<file path="config.mk">
export PLATFORM = sky130hd
export DESIGN_NAME = nsa_top
export DESIGN_NICKNAME = d
export VERILOG_FILES = /design/src/pkg/nsa_pkg.sv /design/src/pkg/nsa_stream_if.sv /design/src/hw/nsa_fifo.sv /design/src/hw/nsa_top.sv
export SDC_FILE = /design/constraint.sdc
export NUM_CORES = 1
export LEC_CHECK = 0
export ABC_CLOCK_PERIOD_IN_PS = 7400
export BUFFER_PORTS_ARGS = -buffer_cell sky130_fd_sc_hd__buf_2
export CORE_MARGIN = 2
export CORE_UTILIZATION = 40
export CTS_BUF_LIST = sky130_fd_sc_hd__clkbuf_2 sky130_fd_sc_hd__clkbuf_4 sky130_fd_sc_hd__clkbuf_8
export DETAILED_ROUTE_END_ITERATION = 10
export HOLD_SLACK_MARGIN = 0.08
export PLACE_DENSITY_LB_ADDON = 0.15
export SLEW_MARGIN = 15
export SYNTH_ARGS = -nofsm -noshare
export SYNTH_HDL_FRONTEND = slang
export SYNTH_SLANG_ARGS = --single-unit
</file>
<file path="constraint.sdc">
create_clock -name ref_clk -period 7.4 [get_ports ref_clk]
set_input_delay 0.37 -clock ref_clk [delete_from_list [all_inputs] [get_ports ref_clk]]
set_output_delay 0.37 -clock ref_clk [all_outputs]
set_load 0.005 [all_outputs]
</file>
<file path="src/pkg/nsa_pkg.sv">
// Purpose: shared constants for the indirect array access block
// Assumes: register pointer and data bytes arrive from an i2c slave front end
// Notes:   offsets are register numbers as seen by the i2c host
package nsa_pkg;
	// ----------------------------------------------------------------
	// register offsets
	// ----------------------------------------------------------------
	localparam logic [7:0] OFS_CTL      = 8'h31;
	localparam logic [7:0] OFS_CRC      = 8'h32;
	localparam logic [7:0] OFS_ADR      = 8'h33;
	localparam logic [7:0] OFS_EEP      = 8'h34;
	localparam logic [7:0] OFS_RAM      = 8'h35;
	localparam logic [7:0] OFS_KEY      = 8'h38;

	// ----------------------------------------------------------------
	// fields and values
	// ----------------------------------------------------------------
	localparam logic [7:0] RST_BYTE     = 8'h00;
	localparam logic [7:0] UNLOCK_CODE  = 8'hBE;
	localparam logic [7:0] ERASED_BYTE  = 8'h00;
	localparam logic [7:0] CRC_POLY     = 8'h07;
	localparam logic [7:0] CRC_INIT     = 8'h00;
	localparam int         CTL_PROG_BIT  = 0;
	localparam int         CTL_ERASE_BIT = 1;
	localparam int         CTL_BUSY_BIT  = 2;
	localparam int         ADR_FIELD_W   = 7;
	localparam int         ARRAY_ADDR_W  = 5;
	localparam int         ARRAY_DEPTH   = 32;

	// ----------------------------------------------------------------
	// command stream
	// ----------------------------------------------------------------
	localparam int         CMD_W        = 10;
	localparam logic [1:0] KIND_START   = 2'h0;
	localparam logic [1:0] KIND_WRITE   = 2'h1;
	localparam logic [1:0] KIND_READ    = 2'h2;
	localparam logic [1:0] KIND_STOP    = 2'h3;
	localparam int         FIFO_DEPTH   = 8;

	// ----------------------------------------------------------------
	// timing
	// ----------------------------------------------------------------
	localparam int         CLK_PERIOD_NS   = 100;
	localparam int         NV_CYCLE_MS     = 115;
	localparam int         NV_CYCLE_CYCLES = NV_CYCLE_MS * 1000000 / CLK_PERIOD_NS;
endpackage

</file>
<file path="src/pkg/nsa_stream_if.sv">
// Purpose: valid/ready byte stream between the block's modules
// Assumes: single clock
// Notes:   data width is a parameter
`timescale 1ns/1ps
`default_nettype none
interface nsa_stream_if #(parameter int W = 8);
	logic         valid;
	logic         ready;
	logic [W-1:0] data;
	modport src (output valid, output data, input ready);
	modport snk (input valid, input data, output ready);
endinterface // nsa_stream_if
`default_nettype wire

</file>
<file path="src/hw/nsa_fifo.sv">
// Purpose: command fifo in front of the register engine
// Assumes: depth is a power of two
// Notes:   in-side ready comes straight from a flip-flop
`timescale 1ns/1ps
`default_nettype none
module nsa_fifo #(
	parameter int W     = 8,
	parameter int DEPTH = 8
) (
	// clock and reset
	input  wire logic ref_clk,
	input  wire logic sys_rst,
	// streams
	nsa_stream_if.snk wr,
	nsa_stream_if.src rd
);
	localparam int PW = $clog2(DEPTH);
	localparam int CW = $clog2(DEPTH + 1);

	logic [W-1:0]  mem [DEPTH];
	logic [PW-1:0] wp_r;
	logic [PW-1:0] rp_r;
	logic [CW-1:0] cnt_r;
	logic [CW-1:0] cnt_nxt;
	logic          rdy_r;
	wire           push = wr.valid & rdy_r;
	wire           pop  = rd.valid & rd.ready;

	assign wr.ready = rdy_r;
	assign rd.valid = (cnt_r != '0);
	assign rd.data  = mem[rp_r];
	assign cnt_nxt  = cnt_r + CW'(push) - CW'(pop);

	always_ff @(posedge ref_clk) begin
		if (push) begin
			mem[wp_r] <= wr.data;
		end
	end

	always_ff @(posedge ref_clk) begin
		if (sys_rst) begin
			wp_r  <= '0;
			rp_r  <= '0;
			cnt_r <= '0;
			rdy_r <= 1'b0;
		end else begin
			wp_r  <= push ? wp_r + PW'(1) : wp_r;
			rp_r  <= pop ? rp_r + PW'(1) : rp_r;
			cnt_r <= cnt_nxt;
			rdy_r <= (cnt_nxt != CW'(DEPTH));
		end
	end
endmodule // nsa_fifo
`default_nettype wire

</file>
<file path="src/hw/nsa_top.sv">
// Purpose: indirect access to eeprom and shadow sram behind i2c registers
// Assumes: i2c slave delivers start, write, read and stop as a command stream
// Notes:   eeprom contents are not cleared by reset; sram is
//
// Summary of operation
// read-only live crc byte, resets zero
// start address register, seven bits used
// internal address advances, start register unchanged
// array byte address uses low five bits
// first eeprom port read returns start byte
// further eeprom reads advance to next byte
// eeprom port access locks register pointer
// transaction end releases eeprom port lock
// first sram access uses start address
// further sram accesses advance internal address
// sram port access locks register pointer
// transaction end releases sram port lock
// key write must immediately precede start
// host writes key value to unlock
// start only after preceding correct key transaction
// busy during cycle, eeprom blocked, 115ms
// other registers auto-increment register pointer
`timescale 1ns/1ps
`default_nettype none
module nsa_top
	import nsa_pkg::*;
#(
	parameter int PROG_CYCLES = NV_CYCLE_CYCLES,
	parameter int CMD_DEPTH   = FIFO_DEPTH
) (
	// clock and reset
	input  wire logic       ref_clk,
	input  wire logic       sys_rst,
	// command stream from i2c slave
	input  wire logic       cmd_valid,
	input  wire logic [1:0] cmd_kind,
	input  wire logic [7:0] cmd_data,
	output logic            cmd_ready,
	// read answer
	output logic            rd_valid,
	output logic [7:0]      rd_data,
	// status
	output logic            nonvolatile_busy_flag
);
	// ----------------------------------------------------------------
	// types and widths
	// ----------------------------------------------------------------
	typedef enum logic [1:0] {NV_IDLE, NV_WAIT, NV_COPY} nsa_nv_state_type;

	localparam int CNT_W = $clog2(PROG_CYCLES + 1);
	localparam int AW    = ARRAY_ADDR_W;

	// ----------------------------------------------------------------
	// command fifo
	// ----------------------------------------------------------------
	nsa_stream_if #(.W(CMD_W)) in_if ();
	nsa_stream_if #(.W(CMD_W)) out_if ();

	assign in_if.valid = cmd_valid;
	assign in_if.data  = {cmd_kind, cmd_data};
	assign cmd_ready   = in_if.ready;

	nsa_fifo #(
		.W     (CMD_W),
		.DEPTH (CMD_DEPTH)
	) u_fifo (
		.ref_clk (ref_clk),
		.sys_rst (sys_rst),
		.wr      (in_if.snk),
		.rd      (out_if.src)
	);

	// ----------------------------------------------------------------
	// state
	// ----------------------------------------------------------------
	logic [7:0]        ptr_r;
	logic              lock_r;
	logic [AW-1:0]     mem_addr_r;
	logic [ADR_FIELD_W-1:0] start_adr_r;
	logic [7:0]        key_r;
	logic              tr_key_ok_r;
	logic              tr_other_r;
	logic              armed_r;
	logic              rd_valid_r;
	logic [7:0]        rd_data_r;
	logic [7:0]        sram_r [ARRAY_DEPTH];
	logic [7:0]        eep_r  [ARRAY_DEPTH];
	nsa_nv_state_type  nv_r;
	logic [CNT_W-1:0]  wait_cnt_r;
	logic [AW-1:0]     copy_idx_r;
	logic              busy_r;
	logic              prog_r;
	logic              erase_r;
	logic [AW-1:0]     crc_idx_r;
	logic [7:0]        crc_acc_r;
	logic [7:0]        live_crc_r;

	// ----------------------------------------------------------------
	// command decode
	// ----------------------------------------------------------------
	wire [1:0] kind     = out_if.data[CMD_W-1:8];
	wire [7:0] cbyte    = out_if.data[7:0];
	wire       is_start = (kind == KIND_START);
	wire       is_stop  = (kind == KIND_STOP);
	wire       is_wr    = (kind == KIND_WRITE);
	wire       is_rd    = (kind == KIND_READ);
	wire       is_acc   = is_wr | is_rd;
	wire       hit_eep  = (ptr_r == OFS_EEP);
	wire       hit_ram  = (ptr_r == OFS_RAM);
	wire       hit_port = hit_eep | hit_ram;

	// eeprom access blocked
	assign out_if.ready = ~(busy_r & is_acc & hit_port);

	wire       take     = out_if.valid & out_if.ready;
	wire       t_start  = take & is_start;
	wire       t_stop   = take & is_stop;
	wire       t_acc    = take & is_acc;
	wire       t_wr     = take & is_wr;
	wire       t_rd     = take & is_rd;
	wire       port_acc = t_acc & hit_port;

	// low five address bits
	wire [AW-1:0] start_byte = start_adr_r[AW-1:0];
	// next byte after first
	wire [AW-1:0] addr_use   = lock_r ? mem_addr_r + AW'(1) : start_byte;

	wire       sram_we  = t_wr & hit_ram;
	wire       wr_adr   = t_wr & (ptr_r == OFS_ADR);
	wire       wr_key   = t_wr & (ptr_r == OFS_KEY);
	wire       wr_ctl   = t_wr & (ptr_r == OFS_CTL);
	// key value compare
	wire       key_good = wr_key & (cbyte == UNLOCK_CODE);
	wire       want_go  = cbyte[CTL_PROG_BIT] | cbyte[CTL_ERASE_BIT];
	// preceding transaction armed
	wire       ctl_go   = wr_ctl & want_go & armed_r & ~busy_r;

	// ----------------------------------------------------------------
	// read mux
	// ----------------------------------------------------------------
	logic [7:0] ctl_rd;
	always_comb begin
		ctl_rd                = '0;
		ctl_rd[CTL_PROG_BIT]  = prog_r;
		ctl_rd[CTL_ERASE_BIT] = erase_r;
		ctl_rd[CTL_BUSY_BIT]  = busy_r;
	end

	wire [7:0] adr_rd  = {1'b0, start_adr_r};
	wire [7:0] rd_mux  = (ptr_r == OFS_CTL) ? ctl_rd :
	                     (ptr_r == OFS_CRC) ? live_crc_r :
	                     (ptr_r == OFS_ADR) ? adr_rd :
	                     hit_eep            ? eep_r[addr_use] :
	                     hit_ram            ? sram_r[addr_use] :
	                     (ptr_r == OFS_KEY) ? key_r :
	                     RST_BYTE;

	// ----------------------------------------------------------------
	// register pointer and port lock
	// ----------------------------------------------------------------
	always_ff @(posedge ref_clk) begin
		if (sys_rst) begin
			ptr_r <= RST_BYTE;
		end else if (t_start) begin
			ptr_r <= cbyte;
		end else if (t_acc && !hit_port) begin
			// pointer auto-increment
			ptr_r <= ptr_r + 8'h01;
		end
	end

	// pointer stays locked
	always_ff @(posedge ref_clk) begin
		if (sys_rst) begin
			lock_r <= 1'b0;
		end else if (t_start || t_stop) begin
			// lock ends
			lock_r <= 1'b0;
		end else if (port_acc) begin
			lock_r <= 1'b1;
		end
	end

	// internal address only
	always_ff @(posedge ref_clk) begin
		if (sys_rst) begin
			mem_addr_r <= '0;
		end else if (port_acc) begin
			mem_addr_r <= addr_use;
		end
	end

	// ----------------------------------------------------------------
	// software registers
	// ----------------------------------------------------------------
	always_ff @(posedge ref_clk) begin
		if (sys_rst) begin
			start_adr_r <= '0;
			key_r       <= RST_BYTE;
		end else begin
			// start address store
			if (wr_adr) begin
				start_adr_r <= cbyte[ADR_FIELD_W-1:0];
			end
			if (wr_key) begin
				key_r <= cbyte;
			end
		end
	end

	// key transaction tracking
	always_ff @(posedge ref_clk) begin
		if (sys_rst) begin
			tr_key_ok_r <= 1'b0;
			tr_other_r  <= 1'b0;
			armed_r     <= 1'b0;
		end else begin
			if (t_start) begin
				tr_key_ok_r <= 1'b0;
				tr_other_r  <= 1'b0;
			end else if (key_good) begin
				tr_key_ok_r <= 1'b1;
			end else if (t_acc) begin
				tr_other_r <= 1'b1;
			end
			if (t_stop) begin
				armed_r <= tr_key_ok_r & ~tr_other_r;
			end
		end
	end

	// ----------------------------------------------------------------
	// read answer
	// ----------------------------------------------------------------
	// first access at start
	always_ff @(posedge ref_clk) begin
		if (sys_rst) begin
			rd_valid_r <= 1'b0;
			rd_data_r  <= RST_BYTE;
		end else begin
			rd_valid_r <= t_rd;
			if (t_rd) begin
				rd_data_r <= rd_mux;
			end
		end
	end

	assign rd_valid = rd_valid_r;
	assign rd_data  = rd_data_r;

	// ----------------------------------------------------------------
	// arrays
	// ----------------------------------------------------------------
	wire       copy_we   = (nv_r == NV_COPY);
	wire [7:0] copy_byte = prog_r ? sram_r[copy_idx_r] : ERASED_BYTE;

	for (genvar i = 0; i < ARRAY_DEPTH; i++) begin : g_entry
		localparam logic [AW-1:0] IDX = AW'(i);

		// sram write at address
		always_ff @(posedge ref_clk) begin
			if (sys_rst) begin
				sram_r[i] <= RST_BYTE;
			end else if (sram_we && addr_use == IDX) begin
				sram_r[i] <= cbyte;
			end
		end

		always_ff @(posedge ref_clk) begin
			if (copy_we && copy_idx_r == IDX) begin
				eep_r[i] <= copy_byte;
			end
		end
	end

	// ----------------------------------------------------------------
	// erase / program sequencer
	// ----------------------------------------------------------------
	wire wait_done = (wait_cnt_r == CNT_W'(PROG_CYCLES - 1));
	wire copy_done = (copy_idx_r == AW'(ARRAY_DEPTH - 1));

	// busy for full cycle
	always_ff @(posedge ref_clk) begin
		if (sys_rst) begin
			nv_r       <= NV_IDLE;
			wait_cnt_r <= '0;
			copy_idx_r <= '0;
			busy_r     <= 1'b0;
			prog_r     <= 1'b0;
			erase_r    <= 1'b0;
		end else begin
			unique case (nv_r)
				NV_IDLE: begin
					if (ctl_go) begin
						nv_r       <= NV_WAIT;
						wait_cnt_r <= '0;
						busy_r     <= 1'b1;
						prog_r     <= cbyte[CTL_PROG_BIT];
						erase_r    <= cbyte[CTL_ERASE_BIT];
					end
				end
				NV_WAIT: begin
					wait_cnt_r <= wait_cnt_r + CNT_W'(1);
					if (wait_done) begin
						nv_r       <= NV_COPY;
						copy_idx_r <= '0;
					end
				end
				NV_COPY: begin
					copy_idx_r <= copy_idx_r + AW'(1);
					if (copy_done) begin
						nv_r    <= NV_IDLE;
						busy_r  <= 1'b0;
						prog_r  <= 1'b0;
						erase_r <= 1'b0;
					end
				end
			endcase
		end
	end

	assign nonvolatile_busy_flag = busy_r;

	// ----------------------------------------------------------------
	// live crc scanner
	// ----------------------------------------------------------------
	function automatic logic [7:0] crc8_step(input logic [7:0] c, input logic [7:0] d);
		logic [7:0] x;
		x = c ^ d;
		for (int b = 0; b < 8; b++) begin
			x = x[7] ? ((x << 1) ^ CRC_POLY) : (x << 1);
		end
		return x;
	endfunction

	wire [7:0] crc_seed = (crc_idx_r == '0) ? CRC_INIT : crc_acc_r;
	wire [7:0] crc_next = crc8_step(crc_seed, sram_r[crc_idx_r]);

	// live crc over sram
	always_ff @(posedge ref_clk) begin
		if (sys_rst) begin
			crc_idx_r  <= '0;
			crc_acc_r  <= CRC_INIT;
			live_crc_r <= RST_BYTE;
		end else begin
			crc_idx_r <= crc_idx_r + AW'(1);
			crc_acc_r <= crc_next;
			if (crc_idx_r == AW'(ARRAY_DEPTH - 1)) begin
				live_crc_r <= crc_next;
			end
		end
	end
endmodule // nsa_top
`default_nettype wire

</file>
### Word level (Yosys, flattened, before mapping)

Memories as Yosys holds them, arrays and structs flattened. A register that Yosys moved wholly into a read port is not among the register bits.
Cells that the tools add are included.

* bits in registers: 104
* memory bits (writable): 592
* bits of input ports: 13
* output and inout port bits: 11
* word-level logic and storage cells: 625
* memories: 3

Memories
* eep_r: words 32, width 8, read ports 1, clocked after Yosys merged registers in 0, write ports 1, RTL line nsa_top.sv:87 `logic [7:0] eep_r [ARRAY_DEPTH];`
* sram_r: words 32, width 8, read ports 3, clocked after Yosys merged registers in 2, write ports 32, RTL line nsa_top.sv:86 `logic [7:0] sram_r [ARRAY_DEPTH];`
* u_fifo.mem: words 8, width 10, read ports 1, clocked after Yosys merged registers in 1, write ports 1, RTL line nsa_fifo.sv:20 `logic [W-1:0] mem [DEPTH];`

* add/sub/neg operators: 9
* equal/unequal tests: 80
* multiplexer cells: 328
* bitwise operators: 67
* reduce and logical (&&, ||, !) cells: 115

Operators with widths (number)
* 8-bit 2-to-1 mux: 73
* 8-bit OR reduction: 31
* 1-bit 2-to-1 mux: 199
* 5-bit 2-to-1 mux: 36
* 5-bit equality test (second input constant): 33
* 5-bit by 4-bit equality test with 1-bit output (second input constant): 16
* 1-bit logical AND: 65
* 8-bit by 6-bit equality test with 1-bit output (second input constant): 6
* 21-bit one-hot mux with 2 select lines: 1
* 5-bit by 3-bit equality test with 1-bit output (second input constant): 8
* 1-bit OR: 35
* 3-bit 2-to-1 mux: 10
* 3-bit inverter: 8
* 21-bit by 1-bit adder with 21-bit output (second input constant): 1
* 21-bit equality test (second input constant): 1
* 21-bit 2-to-1 mux: 1
* 5-bit by 2-bit equality test with 1-bit output (second input constant): 4
* 1-bit bitwise AND: 19
* 5-bit by 1-bit adder with 5-bit output (second input constant): 3
* 5-bit zero test: 3
* 5-bit by 1-bit equality test with 1-bit output (second input constant): 2
* 5-bit one-hot mux with 2 select lines: 1
* 8-bit by 1-bit adder with 8-bit output (second input constant): 1
* 8-bit equality test (second input constant): 1
* 21 further kinds: 41

### Longest topological paths before layout

Gate-level depths: netlist of the first run.

* word-level depth: 36
* gate-level depth with buffers: 15
* gate-level depth less buffers: 12

### Modules after synthesis

A second synthesis of the first run with hierarchy kept.

* cells, all modules: 2960
* area total of the unflattened synthesis: 35321.4 sq um

By module, submodules not included
* nsa_top: instances 1, cells an instance 2763, area each 31534.0 sq um, sequential area each 17336.6 sq um
* nsa_fifo: instances 1, cells an instance 197, area each 3787.4 sq um, sequential area each 2682.6 sq um

### Worst setup path before layout of the first run

Ideal clock, no wire load.

* path kind: reg-to-reg
* start: register (tool-made name)
* end: register u_fifo.rdy_r (netlist: u_fifo.wr.ready)
* setup time: 138 ps
* data arrival time: 3660 ps
* data required time: 7262 ps
* path slack: 3602 ps
* stages on the path, launching flop included: 16
* buffers on the path: 3
* clock period less this slack: 3798 ps
* cell sequence: dfxtp_1 -> buf_4 -> buf_2 -> mux4_2 -> mux2i_1 -> ha_1 -> nand2_1 -> o21a_1 -> clkbuf_1 -> ha_1 -> inv_1 -> ha_1 -> inv_1 -> fa_1 -> xor2_1 -> a41oi_1

RTL lines
* end signal: assignment: RTL line nsa_fifo.sv:50 `rdy_r <= (cnt_nxt != CW'(DEPTH));`
* end: declaration: RTL line nsa_fifo.sv:25 `logic rdy_r;`

### Worst setup path in the final report of the first run

* start: register lock_r
* end: register rd_data_r[3] (netlist: rd_data[3])

* word-level cells in the longest chain between the ends: 7
* elaborated cells on any way between the ends: 8
* classes of those cells: mux (6); memory (2)

RTL lines
* start: declaration: RTL line nsa_top.sv:77 `logic lock_r;`
* start signal: assignment: RTL line nsa_top.sv:175 `lock_r <= 1'b0;`
* start signal: assignment: RTL line nsa_top.sv:178 `lock_r <= 1'b0;`
* start signal: assignment: RTL line nsa_top.sv:180 `lock_r <= 1'b1;`
* 5-bit 2-to-1 mux (*): RTL line nsa_top.sv:126 `wire [AW-1:0] addr_use = lock_r ? mem_addr_r + AW'(1) : start_byte;`
* memory 32 x 8 bit
* 8-bit 2-to-1 mux: RTL line nsa_top.sv:154 `hit_ram ? sram_r[addr_use] :`
* 8-bit 2-to-1 mux (*): RTL line nsa_top.sv:153 `hit_eep ? eep_r[addr_use] :`
* 8-bit 2-to-1 mux (*): RTL line nsa_top.sv:152 `(ptr_r == OFS_ADR) ? adr_rd :`
* 8-bit 2-to-1 mux (*): RTL line nsa_top.sv:151 `(ptr_r == OFS_CRC) ? live_crc_r :`
* 8-bit 2-to-1 mux (*): RTL line nsa_top.sv:150 `wire [7:0] rd_mux = (ptr_r == OFS_CTL) ? ctl_rd :`
* end signal: assignment: RTL line nsa_top.sv:243 `rd_data_r <= rd_mux;`
* end: declaration: RTL line nsa_top.sv:85 `logic [7:0] rd_data_r;`

Every way passes the cells marked *; elsewhere a longest branch is shown, timed or not.
A chain may end at the register's enable or synchronous reset.

==> results of run 1 <==
## cells in the final DEF (no fill, tap or decap), types with 9 or more instances in the layout
cell / count
a211oi_1: 75
a21oi_1: 41
dlygate4sd3_1: 10
and3_1: 78
ha_1: 29
mux4_2: 160
clkbuf_4: 43
a31oi_1: 10
xnor2_1: 24
clkinv_1: 19
mux2i_4: 10
a21o_1: 35
dfxtp_1: 108
nand4_1: 9
nand2_1: 525
nand3_1: 160
edfxtp_1: 592
clkinv_2: 11
buf_4: 55
mux2i_1: 38
nor3_1: 52
nor2b_1: 15
a311oi_1: 122
xor2_1: 32
nor2_1: 411
buf_2: 22
inv_1: 25
clkbuf_8: 119
## routing by layer
layer	wire, um	global-route usage	share of wire	vias to the layer above
met4	3770	0.0851	0.034	6
met1	46600	0.347	0.42	12611
met2	49600	0.373	0.45	1246
met3	9810	0.0419	0.089	225
li1	-	-	-	10884
met5	50	0	0.00046	-
## report_power, final
part / switching (mW) / total (mW) / internal [mW]
Sequential: 0.153 / 4.58 / 4.43
Combinational: 1.12 / 1.65 / 0.536
Clock: 1.60 / 3.44 / 1.85
Total: 2.87 / 9.68 / 6.81
## final cells by class
type                            count  area share
Sequential cell                   704       0.524
Multi-Input combinational cell   1969       0.358
Clock buffer                      162      0.0513
Tap cell                         1144      0.0374
Timing Repair Buffer               90      0.0179
Clock inverter                     41     0.00848
Inverter                           26     0.00255
Antenna cell                        2    0.000131
## worst paths after layout
path / startpoint / to / cells past startpoint
worst min-delay path: sys_rst / crc_idx_r[3]$_SDFF_PP0_ / 2
worst max-delay path: lock_r$_SDFFE_PP0P_ / rd_data[3]$_SDFFE_PP0P_ / 11
worst max register to register: lock_r$_SDFFE_PP0P_ / rd_data[3]$_SDFFE_PP0P_ / 11
worst min register to register: armed_r$_SDFFE_PP0P_ / armed_r$_SDFFE_PP0P_ / 2
## through the flow
step | setup slack (ps) | hold WS, ps | area [um2] | util | power, mW
6_report | 2450 | 162 | 38200 | 0.447 | 9.68
5_1_grt | 2330 | 158 | 38200 | 0.447 | 10.0
4_1_cts | 2660 | 92.1 | 38200 | 0.447 | 9.74
3_5_place_dp | 2670 | 473 | 35800 | 0.419 | 6.30
3_3_place_gp | 2780 | 462 | 35800 | 0.419 | 6.26
2_1_floorplan | 3600 | 428 | 34600 | - | 5.66
## registers in the layout, summed over array words and instances, names as in the netlist, 4 cells and up, named ones only
name and count:
u_fifo.mem 80, crc_idx_r 5, live_crc_r 8, start_adr_r 7
crc_acc_r 8, eep_r 256, rd_data 8, mem_addr_r 5
sram_r 256, wait_cnt_r 21, u_fifo.cnt_r 4, ptr_r 8
key_r 8, copy_idx_r 5
## critical path, delay by kind of cell, from the launching register on
family	cells	cell delay, ps
AOI/OAI and AO/OA	6	1830
buffers and inverters	2	880
DFF	1	770
and+or+nand+nor	3	1160
## cell families after synthesis
family / Yosys count / share of synthesized area
simple gates: 1317 / 0.164
compound gates: 348 / 0.0767
mux: 215 / 0.122
fa+ha+maj: 30 / 0.0111
flops: 704 / 0.579
xor+xnor: 59 / 0.0156
buf+inv: 257 / 0.0318
==> run metrics, run 1 <==
Yosys Warn Count 0; via count 24972; CTS tree done; Max Buffers Root-to-Sink 3; crit path max-delay cell type a2111oi_0; antenna viol nets, final 0; area growth from synthesis to layout 10.5%; register area 20000 um2; fin. max-slew vios 0; postcts setup bufs 0; Post-synth ARST share 0; CP Data Arrival Time 5540 ps; remaining routing DRC violations 0; DRT iter0 DRCs 3011; Cell Rows 107; EDFF count, synth 592; Critical Path Sink Type flop; Crit Path Max Fanout 87; max-cap violations 0; Finished Layout Cells 4138; # hold bufs at CTS 10; post-layout net count 2947; most used cell along the critical path a311oi_1; sequential area share after synthesis 0.579; Worst path max stage delay 920 ps; Area contributors post-synth edfxtp_1 51%, mux4_2 10%, dfxtp_1 6.5%; setup_tns 0 ps; port buffer count 23; Syn Inst Count 2930; Yosys cell types 70; HPWL Detailed 70200 um; CTS H-Tree Depth 3; drt wl/cell 26.6 um; vias per inst 6.03; first-pass GRT wire length 161000 um; sinks on the clock net 704; unrepaired setup endpoints after global routing false; #FFs+latches synth 704; drt total wl 110000 um; Core Area 85400 um2; I/O pins 24; post-CTS sizing 0; cell taking the most area after synthesis edfxtp_1; clock slew at reported path FFs 70 ps; final hold violation count 0; Static Leak 13.1 nW; largest net degree at the start of global routing 106; die footprint 88800 um2; Syn Area/Cell 11.8 um2; syn_nets 2973; top post-synthesis cells by count 592 x edfxtp_1, 527 x nand2_1, 413 x nor2_1; Tcrit/Tclk final 0.668; fmax 202 MHz; Die Span X 298 um; status finished clean; post-synth top area share 0.514; Cell Chain, Critical Path or2_2 -> buf_4 -> nand2_4 -> buf_12 -> a211oi_1 -> a311oi_1 -> a311oi_1 -> a21oi_1 -> a2111oi_0 -> or4_1 -> o21ai_1; Fillers 7922; PD cells 253 nW/um2; maximum VDD drop 0.189 mV; GR Overflow Total 0; number of global-route vias before repair 23917; clk_skew 57.2 ps; CTS root buf clkbuf_8; count leader, synth edfxtp_1; Pre-antenna DRT Iters 6; Slew @ Worst Pin 1140 ps; die height 298 um; Critical Path RT 8000 ps; Starting Density 0.405; placed cells 3923; startpoint types flop; min Tclk post-route 4950 ps; routability congestion estimate 0.921; CTS Buf Count 113; WS Path Type flop to flop; Setup violations, final 0; area of the multi-input gates 13700 um2; R2R Setup Slk 2450 ps; Top FF cell, synth edfxtp_1; min-delay worst type input port to flop; initial antenna violation count 5; worst skew pair latency 750 ps; share of post-route cells with drive strength above 1 0.157; Tot GR Track Use 0.243; Slew HR 0.234; Post-Syn Area 34600 um2
Note: power is estimated with default switching activity, not from simulation.
==> run 2: changes to the inputs <==
Settings changed: ABC_AREA set to 1, ABC_CLOCK_PERIOD_IN_PS 7400 to 5000.
Clock period 7.4 ns to 5 ns, I/O delays scaled along.
==> run metrics, run 2 <==
Tot GR Track Use 0.283; commonest non-fill, non-tap cells in the layout 882 x nand2_1, 697 x nor2_1, 592 x edfxtp_1; min-delay worst type input port to flop; syn_nets 4178; Area contributors post-synth edfxtp_1 50%, nand2_1 9.3%, nor2_1 7.3%; via count 30900; number of global-route vias before repair 28361; CTS tree done; sequential area share after synthesis 0.560; worst skew pair latency 820 ps; CP Data Arrival Time 4570 ps; WS Path Type flop to flop; die height 303 um; met3 Usage GRT 0.0619; fmax 243 MHz; drt total wl 131000 um; CTS Buf Count 118; port buffer count 23; Setup violations, final 0; EDFF count, synth 592; antenna viol nets, final 0; clock slew at reported path FFs 60 ps; Static Leak 15.0 nW; Crit Path Max Fanout 23; Die Span X 303 um; post-CTS sizing 0; Seq pwr share 0.425; Critical Path RT 5450 ps; Cell Rows 109; clk_skew 54.1 ps; sinks on the clock net 704; min Tclk post-route 4120 ps; Yosys cell types 49; I/O pins 24; GR Util met2 0.422; Switching Share 0.356; CTS H-Tree Depth 3; combinational cell fraction of total power 0.239; Critical Path Sink Type flop; PD cells 410 nW/um2; post-synth top area share 0.497; area growth from synthesis to layout 11.8%; post-layout net count 4194; Top FF cell, synth edfxtp_1; die footprint 91800 um2; count leader, synth nand2_1; largest net degree at the start of global routing 79; Starting Density 0.404; DRT iter0 DRCs 3830; NetSw 5.84 mW; unrepaired setup endpoints after global routing false; fin. max-slew vios 0; startpoint types flop; Internal Pwr Total 10.5 mW; Post-Syn Area 35800 um2; routing usage on met1 0.395; Max Buffers Root-to-Sink 3; Tcrit/Tclk final 0.824; drt wl/cell 24.2 um; Post-synth ARST share 0; Clock power frac 0.336; final hold violation count 0; #FFs+latches synth 704; Slew @ Worst Pin 1240 ps; share of post-route cells with drive strength above 1 0.101; Yosys Warn Count 0; cell taking the most area after synthesis edfxtp_1; first-pass GRT wire length 191000 um; remaining routing DRC violations 0; Overall Power 16.4 mW; layer with the highest usage met2; top post-synthesis cells by count 885 x nand2_1, 698 x nor2_1, 592 x edfxtp_1; max-cap violations 0; most common cell after layout, fill and taps aside nand2_1; GR Overflow Total 0; setup_tns 0 ps; maximum VDD drop 0.326 mV; initial antenna violation count 6; Slew HR 0.170; Pre-antenna DRT Iters 6; routability congestion estimate 0.971; biggest regs eep_r: 256 flops, sram_r: 256 flops, u_fifo.mem: 80 flops; CTS root buf clkbuf_8; Syn Inst Count 4135; Syn Area/Cell 8.65 um2; HPWL Detailed 86900 um; status finished clean; vias per inst 5.70; Core Area 88500 um2
-- run 2: cell types whose count changed in the layout (fill, tap and decap cells not counted), sizes merged, moves of 78 or more --
cell    previous run  this run
mux4             163         0
a311oi           122         0
nand2            527       893
a21oi             43       300
nor2             413       706
and3              78         0
nand3            160       278
o21ai             14       395
inv               30       279
-- run 2: timing repair --
item                                    CTS  global route
endpoints found under the setup margin    0             0
hold buffers                             12             0
endpoints found under the hold margin    89             0
setup buffers                             0             0
-- run 2: layout make-up --
class,count,area [um2]
fillers,8691,48500
flip-flops and latches,704,20000
well taps,1165,1460
inverters,280,1060
clock inverters,59,509
diodes,6,15.0
repair buffers,153,1220
clock buffers,159,2010
multi-input cells,2894,13700
-- run 2: metrics by stage --
stage          hold slack [ps]   util  instance area, um2  setup WS, ps  std cells
6_report                   255  0.452               40000           880       5420
5_1_grt                    244  0.452               40000           419       5415
4_1_cts                    199  0.452               40000           840       5414
3_5_place_dp               452  0.422               37300           839       5184
3_3_place_gp               450  0.422               37300           902       5184
2_1_floorplan              349      -               35800          1270       4135
-- run 2: path summary, 6_finish.rpt --
path | start | slack [ps] | cells after the start | endpoint
setup / recovery | flop | 880 | 16 | sram_r[13][0]$_SDFFCE_PN0P_
hold / removal | cmd_data[4] | 260 | 2 | u_fifo.mem[5][4]$_DFFE_PP_
setup reg to reg | flop | 880 | 16 | sram_r[13][0]$_SDFFCE_PN0P_
hold reg to reg | wait_cnt_r[4]$_SDFFE_PP0P_ | 460 | 2 | wait_cnt_r[4]$_SDFFE_PP0P_
-- run 2: layer usage --
layer	vias to the layer above	routed length (um)
met2	1652	56600
met3	348	12700
met5	-	156
met4	4	6380
li1	14135	-
met1	14761	55300
-- run 2: cells by family after synthesis --
kind of cell               after synthesis  synth area share
buffers and inverters                  537            0.0617
and+or+nand+nor                       1972             0.229
DFF                                    704             0.560
AOI/OAI and AO/OA                      864             0.132
adders and majority gates               30            0.0107
xor gates and xnor gates                28           0.00686
-- run 2: power by group through the flow --
stage                     registers [mW]  clock network [mW]  logic, mW
after floorplan                     6.93                   0       2.34
after global placement              7.07                   0       3.84
after detailed placement            7.07                   0       3.83
after CTS                           6.95                5.61       3.85
after global routing                6.99                5.83       4.20
final                               6.96                5.50       3.92
-- run 2: critical path: stages (launching register included) --
cell and delay, ps:
dfxtp_1 760, buf_4 340, o21ai_0 120, o22ai_1 170
nand2_1 60, o21ai_0 160, inv_1 110, ha_1 300
nand3_1 90, nand2_1 80, inv_2 230, nand2_4 130
nor2_1 160, inv_2 90, nor2_4 100, inv_2 220
o21ai_1 620
